**src/core/pswc_consts.svh**
```systemverilog
// constants of the power-state and wake controller
// Behaviour
// - one normal state, two sleeps, config kept
// - sleep entry clears ready until normal again
// - writes ignored until first read after reset/wake
// - byte-test write in sleep wakes, mode normal
// - mode 01 enters light sleep, PHY clocked
// - light sleep keeps receive power logic clocked
// - light sleep detects wake frames, source 10b
// - light wake drives pin if both enabled
// - event status set whatever pin enable says
// - deep sleep stops MAC and host clocks
// - deep carrier sets source 01b, even at entry
// - event status held while event; W1C after
// - pulse select gives 50ms pulse, else level
// - pin drops on source or enable clear
// - general powerdown holds PHY, clearing resets it
// - energy powerdown without energy silences PHY
// - energy arrival in energy powerdown sets flag, optional interrupt
// - ready within 2ms after wake write
`ifndef PSWC_CONSTS_SVH
`define PSWC_CONSTS_SVH

// ==============================
// register offsets (byte addresses)
`define PSWC_ADDR_PWR_CTRL  8'h00
`define PSWC_ADDR_BYTE_TEST 8'h04
`define PSWC_ADDR_INTERRUPT_STATUS_REG   8'h08
`define PSWC_ADDR_INT_EN    8'h0C
`define PSWC_ADDR_PHY_CTRL  8'h10
`define PSWC_ADDR_PHY_STAT  8'h14

// ==============================
// power_control_reg fields
`define PSWC_PC_READY     0
`define PSWC_PC_PIN_EN    1
`define PSWC_PC_PULSE_SEL 2
`define PSWC_PC_WF_EN     3
`define PSWC_PC_ENERGY_DETECT_ENABLE     4
`define PSWC_PC_WAKE_SOURCE_STATUS_LO   6
`define PSWC_PC_WAKE_SOURCE_STATUS_HI   7
`define PSWC_PC_MODE_LO   12
`define PSWC_PC_MODE_HI   13

// phy control / status fields
`define PSWC_PHC_GEN_PD   0
`define PSWC_PHC_ED_PD    1
`define PSWC_PHC_IRQ_EN   2
`define PSWC_PHS_FLAG     0
`define PSWC_PHS_ENERGY   1
`define PSWC_PHS_POWERED  2

// ==============================
// encodings and reset values
`define PSWC_MODE_NORMAL  2'h0
`define PSWC_MODE_LIGHT   2'h1
`define PSWC_MODE_DEEP    2'h2
`define PSWC_WAKE_SOURCE_STATUS_FRAME   2'h2
`define PSWC_WAKE_SOURCE_STATUS_ENERGY  2'h1
// byte-test pattern value is arbitrary
`define PSWC_BYTE_TEST_VAL 32'hA5C3_5A3C

// ==============================
// timing
`define PSWC_CLK_KHZ        50000
`define PSWC_PME_PULSE_MS   50
`define PSWC_PME_PULSE_CYC  (`PSWC_PME_PULSE_MS * `PSWC_CLK_KHZ)
`define PSWC_WAKE_MAX_MS    2
`define PSWC_WAKE_MAX_CYC   (`PSWC_WAKE_MAX_MS * `PSWC_CLK_KHZ)
`define PSWC_WAKE_SETTLE_CYC 64

`endif

```
**src/core/pswc_pkg.sv**
```systemverilog
// types and helpers of the power-state and wake controller
package pswc_pkg;

  typedef enum logic [3:0] {
    PSWC_NORMAL = 4'h1,
    PSWC_LIGHT  = 4'h2,
    PSWC_DEEP   = 4'h4,
    PSWC_WAKING = 4'h8
  } pswc_state_t;

  // sticky flag: a set in the clearing cycle wins
  function automatic logic pswc_sticky(input logic q, input logic set, input logic clr);
    return set | (q & ~clr);
  endfunction

endpackage

```
**src/core/pswc_phy_if.sv**
```systemverilog
// control and status carried between the controller and the PHY power model
`timescale 1ns/1ps
interface pswc_phy_if;
  logic genPd;
  logic edPd;
  logic irqEn;
  logic flagClr;
  logic energy;
  logic powered;
  logic txEnable;
  logic autoReset;
  logic energyFlag;
  logic irq;

  modport ctrl (output genPd, output edPd, output irqEn, output flagClr, output energy,
                input powered, input txEnable, input autoReset, input energyFlag, input irq);
  modport phy  (input genPd, input edPd, input irqEn, input flagClr, input energy,
                output powered, output txEnable, output autoReset, output energyFlag,
                output irq);
endinterface

```
**src/core/pswc_event_pin.sv**
```systemverilog
// external wake event pin, pulsed or static
`timescale 1ns/1ps
module pswc_event_pin #(
  parameter int unsigned PULSE_CYC = 2500000,
  parameter int unsigned CW        = 22
) (
  input  wire logic clk,
  input  wire logic rst,
  input  wire logic evt,
  input  wire logic pinEn,
  input  wire logic pulseSel,
  output logic      pinOut
);

  logic          trigPrev_q;
  logic [CW-1:0] cnt_q;
  logic          trig;

  assign trig = evt & pinEn;

  generate
    if (PULSE_CYC < 1 || PULSE_CYC >= (64'd1 << CW)) begin : g_chk
      $error("pswc_event_pin: pulse count does not fit counter");
    end
  endgenerate

  always_ff @(posedge clk or posedge rst) begin
    if (rst) begin
      trigPrev_q <= 1'b0;
    end else begin
      trigPrev_q <= trig;
    end
  end

  // ==============================
  // pin drive
  always_ff @(posedge clk or posedge rst) begin
    if (rst) begin
      pinOut <= 1'b0;
      cnt_q  <= '0;
    // drop on cleared source or enable
    end else if (!trig) begin
      pinOut <= 1'b0;
      cnt_q  <= '0;
    end else if (!pulseSel) begin
      pinOut <= 1'b1;
      cnt_q  <= '0;
    end else if (!trigPrev_q) begin
      pinOut <= 1'b1;
      cnt_q  <= CW'(PULSE_CYC - 1);
    end else if (cnt_q != '0) begin
      cnt_q <= cnt_q - CW'(1);
    end else begin
      pinOut <= 1'b0;
    end
  end

endmodule

```
**src/core/pswc_phy_power.sv**
```systemverilog
// PHY general and energy-detect power-down control
`timescale 1ns/1ps
module pswc_phy_power import pswc_pkg::*; (
  input  wire logic clk,
  input  wire logic rst,
  pswc_phy_if.phy   p
);

  logic genPdPrev_q;
  logic energyPrev_q;

  always_ff @(posedge clk or posedge rst) begin
    if (rst) begin
      genPdPrev_q  <= 1'b0;
      energyPrev_q <= 1'b0;
    end else begin
      genPdPrev_q  <= p.genPd;
      energyPrev_q <= p.energy;
    end
  end

  // ==============================
  // power and transmit state
  always_ff @(posedge clk or posedge rst) begin
    if (rst) begin
      p.powered   <= 1'b1;
      p.txEnable  <= 1'b1;
      p.autoReset <= 1'b0;
    end else begin
      // general powerdown, or energy powerdown with no energy, means off and silent
      p.powered   <= ~p.genPd & ~(p.edPd & ~p.energy);
      p.txEnable  <= ~p.genPd & ~(p.edPd & ~p.energy);
      p.autoReset <= genPdPrev_q & ~p.genPd;
    end
  end

  // ==============================
  // energy arrival flag
  always_ff @(posedge clk or posedge rst) begin
    if (rst) begin
      p.energyFlag <= 1'b0;
      p.irq        <= 1'b0;
    end else begin
      // energy rise in energy powerdown sets flag, gated irq
      p.energyFlag <= pswc_sticky(p.energyFlag, p.edPd & p.energy & ~energyPrev_q, p.flagClr);
      p.irq        <= p.energyFlag & p.irqEn;
    end
  end

endmodule

```
**src/core/pswc_top.sv**
```systemverilog
// power-state and wake controller with AHB-Lite register slave
`timescale 1ns/1ps
`include "pswc_consts.svh"
module pswc_top import pswc_pkg::*; #(
  parameter int unsigned PME_PULSE_CYC   = `PSWC_PME_PULSE_CYC,
  parameter int unsigned WAKE_SETTLE_CYC = `PSWC_WAKE_SETTLE_CYC
) (
  input  wire logic        clk,
  input  wire logic        rst,
  input  wire logic        hsel,
  input  wire logic [31:0] haddr,
  input  wire logic [1:0]  htrans,
  input  wire logic        hwrite,
  input  wire logic [2:0]  hsize,
  input  wire logic [31:0] hwdata,
  input  wire logic        hready,
  output logic      [31:0] hrdata,
  output logic             hreadyout,
  output logic             hresp,
  input  wire logic        wakeFrameDet,
  input  wire logic        remoteWakeDet,
  input  wire logic        lineEnergyPin,
  output logic             eventPinOut,
  output logic             eventIrq,
  output logic             hostClkEn,
  output logic             macClkEn,
  output logic             macRxPmClkEn,
  output logic             phyClkEn,
  output logic             phyPowered,
  output logic             phyTxEnable,
  output logic             phyAutoReset,
  output logic             phyIrq
);

  localparam int unsigned SW = 17;

  generate
    // settle must stay inside wake limit
    if (WAKE_SETTLE_CYC < 1 || WAKE_SETTLE_CYC > `PSWC_WAKE_MAX_CYC) begin : g_chk
      $error("pswc_top: wake settle count out of range");
    end
  endgenerate

  // ==============================
  // declarations
  pswc_state_t   state_q;
  pswc_state_t   state_d;
  logic [SW-1:0] settle_q;
  logic          ready_q;
  logic          readSeen_q;
  logic          wrPend_q;
  logic [7:0]    wrAddr_q;
  logic          pinEn_q;
  logic          pulseSel_q;
  logic          wfEn_q;
  logic          edEn_q;
  logic [1:0]    wake_source_status_q;
  logic          intSts_q;
  logic          intEn_q;
  logic          genPd_q;
  logic          edPd_q;
  logic          phyIrqEn_q;
  logic          energyMeta_q;
  logic          energySync_q;
  logic          addrPh;
  logic          wrOk;
  logic          pwrWr;
  logic          wakeWr;
  logic          sleeping;
  logic          pmeInt;
  logic [1:0]    pmMode;
  logic [1:0]    modeWr;
  logic [31:0]   rdVal;

  pswc_phy_if phyIf ();

  // ==============================
  // line energy synchroniser
  always_ff @(posedge clk or posedge rst) begin
    if (rst) begin
      energyMeta_q <= 1'b0;
      energySync_q <= 1'b0;
    end else begin
      energyMeta_q <= lineEnergyPin;
      energySync_q <= energyMeta_q;
    end
  end

  // ==============================
  // bus decode
  assign addrPh   = hsel & htrans[1] & hready;
  assign sleeping = (state_q == PSWC_LIGHT) || (state_q == PSWC_DEEP);
  assign wrOk     = wrPend_q & readSeen_q & ready_q;
  assign pwrWr    = wrOk & (wrAddr_q == `PSWC_ADDR_PWR_CTRL);
  assign wakeWr   = wrPend_q & sleeping & (wrAddr_q == `PSWC_ADDR_BYTE_TEST);
  assign modeWr   = hwdata[`PSWC_PC_MODE_HI:`PSWC_PC_MODE_LO];

  always_ff @(posedge clk or posedge rst) begin
    if (rst) begin
      wrPend_q <= 1'b0;
      wrAddr_q <= 8'h00;
    end else begin
      wrPend_q <= addrPh & hwrite;
      wrAddr_q <= haddr[7:0];
    end
  end

  // zero wait states, always OKAY
  always_ff @(posedge clk or posedge rst) begin
    if (rst) begin
      hreadyout <= 1'b0;
      hresp     <= 1'b0;
    end else begin
      hreadyout <= 1'b1;
      hresp     <= 1'b0;
    end
  end

  // ==============================
  // first-read tracking
  always_ff @(posedge clk or posedge rst) begin
    if (rst) begin
      readSeen_q <= 1'b0;
    // a read rearms writes, set wins
    end else if (addrPh & ~hwrite) begin
      readSeen_q <= 1'b1;
    end else if (wakeWr) begin
      readSeen_q <= 1'b0;
    end
  end

  // ==============================
  // power state machine
  always_comb begin
    state_d = state_q;
    case (state_q)
      PSWC_NORMAL: begin
        if (pwrWr && modeWr == `PSWC_MODE_LIGHT) begin
          state_d = PSWC_LIGHT;
        // deep entry after host prepares PHY
        end else if (pwrWr && modeWr == `PSWC_MODE_DEEP) begin
          state_d = PSWC_DEEP;
        end
      end
      PSWC_LIGHT, PSWC_DEEP: begin
        if (wakeWr) begin
          state_d = PSWC_WAKING;
        end
      end
      PSWC_WAKING: begin
        if (settle_q == SW'(WAKE_SETTLE_CYC - 1)) begin
          state_d = PSWC_NORMAL;
        end
      end
      default: begin
        state_d = PSWC_WAKING;
      end
    endcase
  end

  always_ff @(posedge clk or posedge rst) begin
    if (rst) begin
      state_q <= PSWC_WAKING;
    end else begin
      state_q <= state_d;
    end
  end

  always_ff @(posedge clk or posedge rst) begin
    if (rst) begin
      settle_q <= '0;
    end else if (state_q != PSWC_WAKING) begin
      settle_q <= '0;
    end else begin
      settle_q <= settle_q + SW'(1);
    end
  end

  always_ff @(posedge clk or posedge rst) begin
    if (rst) begin
      ready_q <= 1'b0;
    end else begin
      ready_q <= (state_d == PSWC_NORMAL);
    end
  end

  always_comb begin
    case (state_q)
      PSWC_LIGHT: pmMode = `PSWC_MODE_LIGHT;
      PSWC_DEEP:  pmMode = `PSWC_MODE_DEEP;
      default:    pmMode = `PSWC_MODE_NORMAL;
    endcase
  end

  // ==============================
  // clock gating per state
  always_ff @(posedge clk or posedge rst) begin
    if (rst) begin
      hostClkEn    <= 1'b1;
      macClkEn     <= 1'b1;
      macRxPmClkEn <= 1'b1;
      phyClkEn     <= 1'b1;
    end else begin
      // light sleep gates host and MAC
      // deep sleep stops MAC and host
      hostClkEn    <= (state_d == PSWC_NORMAL) || (state_d == PSWC_WAKING);
      macClkEn     <= (state_d == PSWC_NORMAL) || (state_d == PSWC_WAKING);
      macRxPmClkEn <= (state_d != PSWC_DEEP);
      // PHY clock stays on in light sleep
      phyClkEn     <= (state_d != PSWC_DEEP);
    end
  end

  // ==============================
  // configuration registers, kept through sleep
  always_ff @(posedge clk or posedge rst) begin
    if (rst) begin
      pinEn_q    <= 1'b0;
      pulseSel_q <= 1'b0;
      wfEn_q     <= 1'b0;
      edEn_q     <= 1'b0;
    end else if (pwrWr) begin
      pinEn_q    <= hwdata[`PSWC_PC_PIN_EN];
      pulseSel_q <= hwdata[`PSWC_PC_PULSE_SEL];
      wfEn_q     <= hwdata[`PSWC_PC_WF_EN];
      edEn_q     <= hwdata[`PSWC_PC_ENERGY_DETECT_ENABLE];
    end
  end

  always_ff @(posedge clk or posedge rst) begin
    if (rst) begin
      intEn_q    <= 1'b0;
      genPd_q    <= 1'b0;
      edPd_q     <= 1'b0;
      phyIrqEn_q <= 1'b0;
    end else if (wrOk && wrAddr_q == `PSWC_ADDR_INT_EN) begin
      intEn_q <= hwdata[0];
    end else if (wrOk && wrAddr_q == `PSWC_ADDR_PHY_CTRL) begin
      genPd_q    <= hwdata[`PSWC_PHC_GEN_PD];
      edPd_q     <= hwdata[`PSWC_PHC_ED_PD];
      phyIrqEn_q <= hwdata[`PSWC_PHC_IRQ_EN];
    end
  end

  // ==============================
  // wake detection and event status
  always_ff @(posedge clk or posedge rst) begin
    if (rst) begin
      wake_source_status_q <= 2'h0;
    end else begin
      wake_source_status_q[1] <= pswc_sticky(wake_source_status_q[1],
                               (state_q == PSWC_LIGHT) & (wakeFrameDet | remoteWakeDet),
                               pwrWr & hwdata[`PSWC_PC_WAKE_SOURCE_STATUS_HI]);
      wake_source_status_q[0] <= pswc_sticky(wake_source_status_q[0], (state_q == PSWC_DEEP) & energySync_q,
                               pwrWr & hwdata[`PSWC_PC_WAKE_SOURCE_STATUS_LO]);
    end
  end

  // event drops with source or enable
  assign pmeInt = (wake_source_status_q[1] & wfEn_q) | (wake_source_status_q[0] & edEn_q);

  always_ff @(posedge clk or posedge rst) begin
    if (rst) begin
      intSts_q <= 1'b0;
      eventIrq <= 1'b0;
    end else begin
      // clear only bites once event gone
      intSts_q <= pswc_sticky(intSts_q, pmeInt,
                              wrOk & (wrAddr_q == `PSWC_ADDR_INTERRUPT_STATUS_REG) & hwdata[0]);
      eventIrq <= intSts_q & intEn_q;
    end
  end

  // ==============================
  // event pin
  // pin needs source enable and pin enable
  pswc_event_pin #(
    .PULSE_CYC (PME_PULSE_CYC),
    .CW        (22)
  ) u_pin (
    .clk      (clk),
    .rst      (rst),
    .evt      (pmeInt),
    .pinEn    (pinEn_q),
    .pulseSel (pulseSel_q),
    .pinOut   (eventPinOut)
  );

  // ==============================
  // PHY power model
  assign phyIf.genPd   = genPd_q;
  assign phyIf.edPd    = edPd_q;
  assign phyIf.irqEn   = phyIrqEn_q;
  assign phyIf.energy  = energySync_q;
  assign phyIf.flagClr = wrOk & (wrAddr_q == `PSWC_ADDR_PHY_STAT) & hwdata[`PSWC_PHS_FLAG];
  assign phyPowered    = phyIf.powered;
  assign phyTxEnable   = phyIf.txEnable;
  assign phyAutoReset  = phyIf.autoReset;
  assign phyIrq        = phyIf.irq;

  pswc_phy_power u_phy (
    .clk (clk),
    .rst (rst),
    .p   (phyIf.phy)
  );

  // ==============================
  // read data
  always_comb begin
    rdVal = 32'h0000_0000;
    case (haddr[7:0])
      `PSWC_ADDR_PWR_CTRL: begin
        rdVal[`PSWC_PC_READY]                     = ready_q;
        rdVal[`PSWC_PC_PIN_EN]                    = pinEn_q;
        rdVal[`PSWC_PC_PULSE_SEL]                 = pulseSel_q;
        rdVal[`PSWC_PC_WF_EN]                     = wfEn_q;
        rdVal[`PSWC_PC_ENERGY_DETECT_ENABLE]                     = edEn_q;
        rdVal[`PSWC_PC_WAKE_SOURCE_STATUS_HI:`PSWC_PC_WAKE_SOURCE_STATUS_LO]  = wake_source_status_q;
        rdVal[`PSWC_PC_MODE_HI:`PSWC_PC_MODE_LO]  = pmMode;
      end
      `PSWC_ADDR_BYTE_TEST: rdVal = `PSWC_BYTE_TEST_VAL;
      `PSWC_ADDR_INTERRUPT_STATUS_REG:   rdVal[0] = intSts_q;
      `PSWC_ADDR_INT_EN:    rdVal[0] = intEn_q;
      `PSWC_ADDR_PHY_CTRL: begin
        rdVal[`PSWC_PHC_GEN_PD] = genPd_q;
        rdVal[`PSWC_PHC_ED_PD]  = edPd_q;
        rdVal[`PSWC_PHC_IRQ_EN] = phyIrqEn_q;
      end
      `PSWC_ADDR_PHY_STAT: begin
        rdVal[`PSWC_PHS_FLAG]    = phyIf.energyFlag;
        rdVal[`PSWC_PHS_ENERGY]  = energySync_q;
        rdVal[`PSWC_PHS_POWERED] = phyIf.powered;
      end
      default: rdVal = 32'h0000_0000;
    endcase
  end

  always_ff @(posedge clk or posedge rst) begin
    if (rst) begin
      hrdata <= 32'h0000_0000;
    end else if (addrPh & ~hwrite) begin
      if (!ready_q && haddr[7:0] != `PSWC_ADDR_PWR_CTRL) begin
        hrdata <= 32'h0000_0000;
      end else begin
        hrdata <= rdVal;
      end
    end
  end

endmodule

```
**config.mk**
```make
export PLATFORM = sky130hd
export DESIGN_NAME = pswc_top
export DESIGN_NICKNAME = d
export VERILOG_FILES = /design/src/core/pswc_pkg.sv /design/src/core/pswc_phy_if.sv /design/src/core/pswc_event_pin.sv /design/src/core/pswc_phy_power.sv /design/src/core/pswc_top.sv
export VERILOG_INCLUDE_DIRS = /design/src /design/src/core
export SDC_FILE = /design/constraint.sdc
export NUM_CORES = 1
export LEC_CHECK = 0
export BUFFER_PORTS_ARGS = -buffer_cell sky130_fd_sc_hd__buf_4
export CELL_PAD_IN_SITES_DETAIL_PLACEMENT = 2
export CELL_PAD_IN_SITES_GLOBAL_PLACEMENT = 2
export CORE_MARGIN = 2
export CORE_UTILIZATION = 35
export DETAILED_ROUTE_END_ITERATION = 12
export GPL_TIMING_DRIVEN = 0
export PLACE_DENSITY_LB_ADDON = 0.1
export RECOVER_POWER = 50
export SYNTH_ARGS = -nofsm -noshare
export SYNTH_HDL_FRONTEND = slang
export SYNTH_HIERARCHICAL = 1
export SYNTH_SLANG_ARGS = --single-unit
```
**constraint.sdc**
```tcl
create_clock -name clk -period 4.25 [get_ports clk]
set_input_delay 0.425 -clock clk [delete_from_list [all_inputs] [get_ports clk]]
set_output_delay 0.425 -clock clk [all_outputs]
set_load 0.01 [all_outputs]
```
Word-level counts from Yosys, hierarchy flattened --
Index checks and enable logic that the tools add are counted.
Word-level totals: memories kept 0, latch bits 0, output and inout port bits 44, bits of input ports 77, RAM bits 0, memory bits (read-only) 0, register bits after elaboration 111
Operators by class: $add $sub $neg 2, equal/unequal tests 23, bitwise logic cells 47, shifts and indexed selects 0, multiply operators 0, order comparisons 0, divide/modulo/power cells 0, reduce and logical (&&, ||, !) cells 15, mux-type cells 26
Operators by type and width (count):
- $mux 22 | 4
- $eq 8x4->1 const B | 4
- $eq 8x5->1 const B | 4
- $mux 32 | 1
- $and 1x1->1 | 31
- $reduce_bool 22->1 | 1
- $sub 22x1->22 const B | 1
- $mux 4 | 5
- $mux 18 | 1
- $add 17x1->17 const B | 1
- $eq 17x6->1 const B | 1
- $mux 17 | 1
- $eq 8x3->1 const B | 2
- $logic_not 8->1 | 2
- $ne 4x4->1 const B | 3
- $pmux 2 s2 | 3
- $pmux 4 s3 | 1
- $not 1->1 | 10
- $eq 4x1->1 const B | 2
- $eq 4x4->1 const B | 2
- $pmux 2 s4 | 1
- $reduce_bool 8->1 | 1
- $mux 1 | 7
- $or 1x1->1 | 6
- 13 further kinds | 18

Logic depth before layout (Yosys ltp) --
Gate-level depths: netlist of run 1.
word-level depth 9, depth in mapped cells 7, depth with buffers taken out 6

Hierarchy --
Netlist of run 1, hierarchy kept.
By module, submodules not included:
- pswc_top | sequential area each 1480.2 um2, area each 2781.4 um2, cells an instance 262, times used 1
- pswc_event_pin | sequential area each 600.6 um2, area each 1333.8 um2, cells an instance 133, times used 1
- pswc_phy_power | sequential area each 151.4 um2, area each 205.2 um2, cells an instance 15, times used 1

Least setup slack after synthesis of run 1 --
Ideal clock, no wire load.
path type flip-flop to flip-flop, start point register u_pin.cnt_q[12], end point register u_pin.cnt_q[1], stages on the path, launching flop included 6, setup time 96 ps, data arrival time 1818 ps, setup slack 2336 ps, period minus slack after synthesis 1914 ps, path buffers 0, cells stage by stage dfrtp_1 > or4_4 > nor3_4 > nand4_2 > and3_4 > a311oi_2
Between the ends: cells in the longest elaborated chain, start to end 2
Ends and longest elaborated chain:
- start: declaration | RTL line pswc_event_pin.sv:16 | logic [CW-1:0] cnt_q;
- start signal: assignment | RTL line pswc_event_pin.sv:50 | cnt_q <= CW'(PULSE_CYC - 1);
- start signal: assignment | RTL line pswc_event_pin.sv:52 | cnt_q <= cnt_q - CW'(1);
- $reduce_bool 22->1 | RTL line pswc_event_pin.sv:51 | end else if (cnt_q != '0) begin
- $ne 4x4->1 (no source line)
Every way passes these cells. A chain may end at the register's enable or synchronous reset.

==> summary.json, run 1 <==
{
  "global_route": {
    "grt_pass1_vias": 3692,
    "track_usage_pct": 19.4,
    "grt_pass1_wl_um": 19700,
    "overflow": 0,
    "grt_start_max_net_pins": 43,
    "grt_antenna_before_repair": 0
  },
  "die": {
    "die_area_sq_um": 13200,
    "design.portCount": 121,
    "rows": 40,
    "core_sq_um": 12000,
    "die-width_um": 115,
    "die_y_um": 115,
    "effective_utilization_at_floorplan_pct": 36.0
  },
  "logic_synthesis": {
    "postSynthAreaPerCell_sq_um": 10.5,
    "seq_area_frac_synth_pct": 51.7,
    "post-synth-top-area-fraction_pct": 49.2,
    "synth_enable_flop_cells": 0,
    "synthesis.yosys.warnings": 6,
    "postSynth.asyncResetShare_pct": 100,
    "syn_area_sq_um": 4320,
    "synth_top_flop_cell": "dfrtp_1",
    "post_synth_inst_count": 410,
    "ys_top_cells_by_area": "dfrtp_1 49%, buf_4 4.7%, nand2_1 4.1%, xnor2_1 3.2%, nor2_1 3.0%",
    "synth_seq_cells": 89,
    "synth.lib_cells_used.distinct": 63,
    "synth_top_cell_by_area": "dfrtp_1"
  },
  "sta": {
    "share_of_the_cycle_needed_by_the_critical_path_after_routing_pct": 64.9,
    "final-hold-violation-count": 4,
    "grt_setup_unrepaired": "no",
    "timing_max_transition_violations_final": 43,
    "period_minus_slack_ps": 2760,
    "clock-skew-final_ps": 8.28,
    "worstMarginPinSlew_ps": 2250,
    "setup_viol_count_final": 0,
    "relSlewSlack_pct": -49.8,
    "setup_tns_after_final_layout_ps": 0,
    "timing.fmax_mhz": 362,
    "worst_hold_slack_ps": -1.69
  },
  "setup_path": {
    "cp-start-kind": "primary input",
    "timing.critical_path.fanout_max": 42,
    "worst_setup_path_startpoint": "rst",
    "crit_path_slowest_cell": "clkbuf_1",
    "path_common_cell": "clkbuf_1",
    "arrival_ps": 2750,
    "crit_type": "in2async",
    "cp.required_ps": 4240,
    "critical_path.endpoint_type": "asynchronous set/reset pin",
    "path_cells": "clkbuf_1 > inv_1 > clkbuf_1",
    "cp_peak_stage_delay_ps": 1660,
    "r2r_startpoint": "u_pin/cnt_q[12]$_DFFE_PP0P_"
  },
  "cts": {
    "cts.reportedPaths.clkPinSlew_ps": 70,
    "cts_root_buffer": "clkbuf_16",
    "cts-resized-gates": 0,
    "cts_htree_levels": 3,
    "clock_path_buffers": 2,
    "clock_sinks": 89,
    "tritoncts_clock_tree": "done",
    "total_cts_buffers": 9,
    "postCtsHoldBufs": 0,
    "cts_post_setup_buffers_inserted": 0,
    "worst_skew_pair.late_latency_ps": 350
  },
  "status": {
    "run_status": "finished, violations left",
    "failed_checks": "hold timing, capacitance limit, slew limit"
  },
  "routing": {
    "drt_drc_violations_left": 0,
    "detail_route.vias_per_cell": 5.26,
    "drt_first_iter_violations": 121,
    "postRouteWirelength_um": 11700,
    "wire_per_inst_um": 18.3,
    "dr_total_vias": 3374,
    "detailedRoute.firstPassIterationCount": 4,
    "postRouteAntennaNets": 0
  },
  "layout": {
    "post_route_cells_drive_above_1_share_pct": 26.1,
    "area_growth_pct": 21.9,
    "final-instance-count-excl-fill": 642,
    "fill_cells": 1277,
    "num-nets-final": 569,
    "multi_input_area_sq_um": 1860,
    "num_antenna_cells": 0,
    "register_area_sq_um": 2230,
    "finish.utilization_pct": 43.9
  },
  "power_and_ir_drop": {
    "powerDensity_nw_per_um2": 341,
    "peakVddDrop_mv": 0.149,
    "leakagePower_uw": 0.00256
  },
  "placed_design": {
    "place.gp.congestion": 0.778,
    "dpl.cell_count": 626,
    "detailed_place_hpwl_um": 8460,
    "io_buffers": 57
  },
  "run": {
    "timing.max_cap.violations": 1
  },
  "hold_path": {
    "hold_path.class": "in2async"
  }
}
[cell type report]
cell class,count,share of cell area (%)
Inverter,10,0.713
Multi-Input combinational cell,287,35.2
Buffer,35,4.47
Tap cell,147,3.49
Timing Repair Buffer,58,7.62
Sequential cell,89,42.4
Clock buffer,9,4.28
Clock inverter,7,1.81
[cells in the mapped netlist (3+ instances only)]
cell type / instances
nor4_4: 3
nor4b_1: 3
dfrtp_1: 85
nand4_1: 6
a21o_1: 5
nor3_1: 12
nor2b_1: 5
or3_1: 3
inv_1: 10
buf_4: 27
a31oi_1: 8
o31ai_1: 3
nand2b_1: 4
nand3_1: 13
nor4_1: 4
clkbuf_1: 6
mux2_2: 10
nand3b_1: 4
dfstp_2: 4
nand2_1: 47
o21ai_0: 5
nor2_1: 35
xnor2_1: 16
mux2i_1: 5
xor2_1: 6
a21oi_1: 17
and3_1: 4
a22o_1: 3
o22ai_1: 3
and2_1: 5
or4_4: 3
nand4b_1: 3
[layer usage]
layer / track usage (%) / wire length, um / part of all wire (%) / up-vias
met5: 0 / 0 / 0 / -
met4: 6.67 / 198 / 1.7 / 0
met3: 3.48 / 305 / 2.6 / 13
met2: 32.8 / 5950 / 51 / 43
met1: 25.2 / 5260 / 45 / 1739
li1: - / - / - / 1579
[cells by family after synthesis]
logic type | share of synthesized area, %
and+or+nand+nor | 22.9
AOI/OAI and AO/OA | 10.2
other | 0.174
xor gates and xnor gates | 4.46
adders and majority gates | 0.579
DFF | 51.7
buffers and inverters | 6.31
muxes | 3.76
[report_power, final]
| group | internal (uW) | switching, uW |
|---|---|---|
| clock network | 514 | 356 |
| registers | 854 | 6.07 |
| logic | 26.7 | 41.2 |
[worst paths after layout]
path	endpoint	slack (ps)	cells past startpoint
worst max register to register	u_pin/cnt_q[1]$_DFFE_PP0P_	1960	5
min in group clk	energyMeta_q$_DFF_PP0_	200	1
worst min-delay path	u_phy/p.irq$_DFF_PP0_	-2	2
worst min register to register	energySync_q$_DFF_PP0_	350	0
worst max-delay path	settle_q[3]$_DFF_PP0_	1490	3
max in group clk	u_pin/cnt_q[1]$_DFFE_PP0P_	1960	5
[cell usage in the layout (no fill, tap or decap), types with 3 or more instances in the layout]
cell	n
and2_1	4
nor2b_1	5
nand4_1	6
mux2_2	10
clkbuf_16	9
a21o_1	5
clkinvlp_4	4
dfstp_2	4
clkbuf_1	15
xor2_1	6
dfrtp_1	85
and3_1	4
o31ai_1	3
nand3_1	13
mux2i_1	5
buf_4	73
o22ai_1	3
conb_1	13
o21ai_0	5
a31oi_1	8
a22o_1	3
nor2_1	35
inv_1	10
nand2_1	47
or4_4	3
nand2b_1	4
nand3b_1	4
nand4b_1	3
xnor2_1	16
or3_1	3
nor4_4	3
nor4b_1	3
nor3_1	12
clkbuf_4	3
a21oi_1	17
nor4_1	4
[flip-flops by register name, summed over array words and instances, names as in the netlist, 2 cells and up]
name                  flops
u_pin/cnt_q              22
settle_q                 17
hrdata                   10
wrAddr_q                  8
state_q                   4
wake_source_status_q      2
[through the flow]
stage	hold slack, ps	worst slack [ps]	total power [uW]	cell area [sq um]
CTS	6.34	1940	1830	5310
global route	23.3	935	1870	5270
detailed placement	346	1970	950	4990
floorplan	215	2340	913	4360
finish	-1.69	1490	1800	5270
global placement	336	1510	945	4970
[worst max-delay path, delay by kind of cell]
kind / cells / cell delay [ps]
buf+inv: 3 / 2300
(Power assumes the default switching activity.)
==> run 2, diff against run 1 <==
CORE_UTILIZATION = 29   (was 35)
clock period = 2.4 ns   (was 4.25 ns; I/O delays follow)
==> summary.json, run 2 (synthesized netlist as in run 1, its figures left out) <==
{
  "layout": {
    "post_route_cells_drive_above_1_share": {"value": 22.0, "unit": "%", "change": "-4.0 points"},
    "area_growth_pct": 22.6,
    "finish.utilization": {"value": 36.4, "unit": "%", "change": "-7.4 points"},
    "num_antenna_cells": {"value": 0, "change": "unchanged"},
    "num-nets-final": {"value": 573, "change": "+0.70%"},
    "final_common_cell": "dfrtp_1",
    "layout_common_cells": "85 x dfrtp_1, 54 x buf_4, 47 x nand2_1",
    "largest_register": "u_pin/cnt_q",
    "largest_reg_flops": {"value": 22, "change": "unchanged"},
    "biggestRegsByFlops": "u_pin/cnt_q (22), settle_q (17), hrdata (10)",
    "final-instance-count-excl-fill": {"value": 683, "change": "+6.4%"}
  },
  "cts": {
    "worst_skew_pair.late_latency": {"value": 340, "unit": "ps", "change": "about the same"},
    "cts_post_setup_buffers_inserted": {"value": 0, "change": "unchanged"},
    "cts.reportedPaths.clkPinSlew": {"value": 60, "unit": "ps", "change": "about the same"},
    "tritoncts_clock_tree": "done",
    "cts_root_buffer": "clkbuf_16",
    "cts_htree_levels": {"value": 3, "change": "unchanged"},
    "total_cts_buffers": {"value": 9, "change": "unchanged"},
    "clock_sinks": {"value": 89, "change": "unchanged"},
    "clock_path_buffers": {"value": 2, "change": "unchanged"}
  },
  "routing": {
    "detail_route.vias_per_cell": {"value": 4.90, "change": "-6.7%"},
    "detailedRoute.firstPassIterationCount": {"value": 4, "change": "unchanged"},
    "postRouteAntennaNets": {"value": 0, "change": "unchanged"},
    "postRouteWirelength": {"value": 11600, "unit": "um", "change": "-0.90%"},
    "drt_first_iter_violations": {"value": 105, "change": "-13%"},
    "wire_per_inst": {"value": 17.0, "unit": "um", "change": "-6.8%"},
    "drt_drc_violations_left": {"value": 0, "change": "unchanged"},
    "dr_total_vias": {"value": 3348, "change": "-0.77%"}
  },
  "status": {
    "run_status": "complete, no violations"
  },
  "setup_path": {
    "worst_setup_path_end": "u_pin/cnt_q[1]$_DFFE_PP0P_",
    "critical_path.endpoint_type": "flop",
    "cp-start-kind": "flop",
    "timing.reg2reg.setup_slack": {"value": 90, "unit": "ps", "change": "-1870 ps"},
    "timing.critical_path.fanout_max": {"value": 9, "change": "-79%"},
    "cp.required": {"value": 2650, "unit": "ps", "change": "-1590 ps"},
    "ff2ff_path_depth": {"value": 5, "change": "unchanged"},
    "r2r_startpoint": "u_pin/cnt_q[12]$_DFFE_PP0P_",
    "crit_type": "reg2reg",
    "regToRegEndpoint": "u_pin/cnt_q[1]$_DFFE_PP0P_",
    "arrival": {"value": 2550, "unit": "ps", "change": "-200 ps"},
    "worst_setup_path_startpoint": "u_pin/cnt_q[12]$_DFFE_PP0P_"
  },
  "run": {
    "timing.max_cap.violations": {"value": 0, "change": "-1"}
  },
  "placed_design": {
    "dpl.cell_count": {"value": 663, "change": "+5.9%"},
    "place.gp.congestion": {"value": 0.737, "change": "-5.2%"},
    "io_buffers": {"value": 57, "change": "unchanged"},
    "detailed_place_hpwl": {"value": 8550, "unit": "um", "change": "+0.99%"}
  },
  "global_route": {
    "grt_pass1_vias": {"value": 3689, "change": "-0.081%"},
    "grt_start_max_net_pins": {"value": 41, "change": "-4.7%"},
    "grt_antenna_before_repair": {"value": 0, "change": "unchanged"},
    "overflow": {"value": 0, "change": "unchanged"},
    "grt_pass1_wl": {"value": 19700, "unit": "um", "change": "+0.28%"},
    "track_usage": {"value": 15.6, "unit": "%", "change": "-3.8 points"}
  },
  "sta": {
    "timing_max_transition_violations_final": {"value": 0, "change": "-100%"},
    "relSlewSlack": {"value": 32.8, "unit": "%", "change": "+83 points"},
    "setup_viol_count_final": {"value": 0, "change": "unchanged"},
    "worstMarginPinSlew": {"value": 994, "unit": "ps", "change": "-1250 ps"},
    "timing.fmax_mhz": 434,
    "share_of_the_cycle_needed_by_the_critical_path_after_routing_pct": 96.1,
    "clock-skew-final": {"value": 4.45, "unit": "ps", "change": "-3.83 ps"},
    "grt_setup_unrepaired": "no",
    "final-hold-violation-count": {"value": 0, "change": "-4"},
    "period_minus_slack_ps": 2310
  },
  "power_and_ir_drop": {
    "total_switching_power": {"value": 673, "unit": "uW", "change": "+67%"},
    "clockPowerShare": {"value": 48.2, "unit": "%", "change": "-0.2 points"},
    "leakagePower": {"value": 0.00252, "unit": "uW", "change": "-1.6%"},
    "p_comb_share": {"value": 3.9, "unit": "%", "change": "about the same"},
    "power.share.sequential": {"value": 47.9, "unit": "%", "change": "about the same"},
    "peakVddDrop": {"value": 0.219, "unit": "mV", "change": "+48%"},
    "powerDensity": {"value": 600, "unit": "nW/um^2", "change": "+76%"},
    "power_report.internal_total": {"value": 2510, "unit": "uW", "change": "+80%"},
    "switching_share": {"value": 21.2, "unit": "%", "change": "-1.3 points"}
  },
  "die": {
    "core": {"value": 14500, "unit": "sq um", "change": "+21%"},
    "die_y": {"value": 126, "unit": "um", "change": "+9.5%"},
    "design.portCount": {"value": 121, "change": "unchanged"},
    "rows": {"value": 44, "change": "+10%"},
    "die_area": {"value": 15900, "unit": "sq um", "change": "+20%"},
    "effective_utilization_at_floorplan": {"value": 29.7, "unit": "%", "change": "-6.2 points"},
    "die-width": {"value": 126, "unit": "um", "change": "+9.5%"}
  },
  "hold_path": {
    "hold_path.class": "in2reg"
  }
}
-- run 2: worst max-delay path: stages (launching register included) --
cell and delay, ps:
dfrtp_1 410, or4_4 580, nor3_4 340, nand4_2 380
and3_4 320, a311oi_2 170
-- run 2: area by class of cell --
| class | count | area [sq um] |
|---|---|---|
| Timing Repair Buffer | 62 | 383 |
| Clock inverter | 4 | 76.3 |
| Sequential cell | 89 | 2230 |
| Tap cell | 184 | 230 |
| Clock buffer | 12 | 246 |
| Fill cell | 1590 | 9240 |
| Multi-Input combinational cell | 287 | 1860 |
| Buffer | 35 | 235 |
| Inverter | 10 | 37.5 |
-- run 2: layer usage --
metal | vias up | GRT usage [%] | wire length [um]
met4 | 0 | 5.43 | 184
met5 | - | 0 | 0
li1 | 1589 | - | -
met2 | 39 | 26.3 | 5840
met1 | 1709 | 20.5 | 5330
met3 | 11 | 2.29 | 262
-- run 2: repair_timing --
item | in CTS | in global routing
hold endpoints to repair | 27 | 0
hold buffers | 4 | 0
gates resized for setup | 0 | 0
-- run 2: worst min-delay path by stage --
stage	depth (start not counted)	to	startpoint	slack, ps
floorplan	1	u_phy/energyPrev_q$_DFF_PP0_	rst	30
global route	1	wrAddr_q[4]$_DFF_PP0_	haddr[4]	40
CTS	1	wrAddr_q[4]$_DFF_PP0_	haddr[4]	8
global placement	2	u_phy/p.irq$_DFF_PP0_	rst	190
finish	1	wrAddr_q[4]$_DFF_PP0_	haddr[4]	30
detailed placement	2	u_phy/p.irq$_DFF_PP0_	rst	200
-- run 2: per-stage QoR --
stage | area, sq um | power [uW] | setup slack [ps] | hold slack, ps | TNS (ps)
floorplan | 4360 | 1620 | 486 | 30.2 | 0
global placement | 5020 | 1670 | -237 | 186 | -13030
detailed placement | 5040 | 1680 | 89.0 | 197 | 0
CTS | 5400 | 3250 | 76.4 | 7.68 | 0
global route | 5300 | 3310 | 7.12 | 35.8 | 0
finish | 5300 | 3180 | 94.8 | 34.2 | 0
-- run 2: power groups by stage --
stage	clock network (uW)	registers [uW]	logic [uW]
after floorplan	0	1550	68.8
after global placement	0	1550	125
after detailed placement	0	1550	132
after CTS	1590	1520	138
after global routing	1650	1520	142
final	1530	1520	125
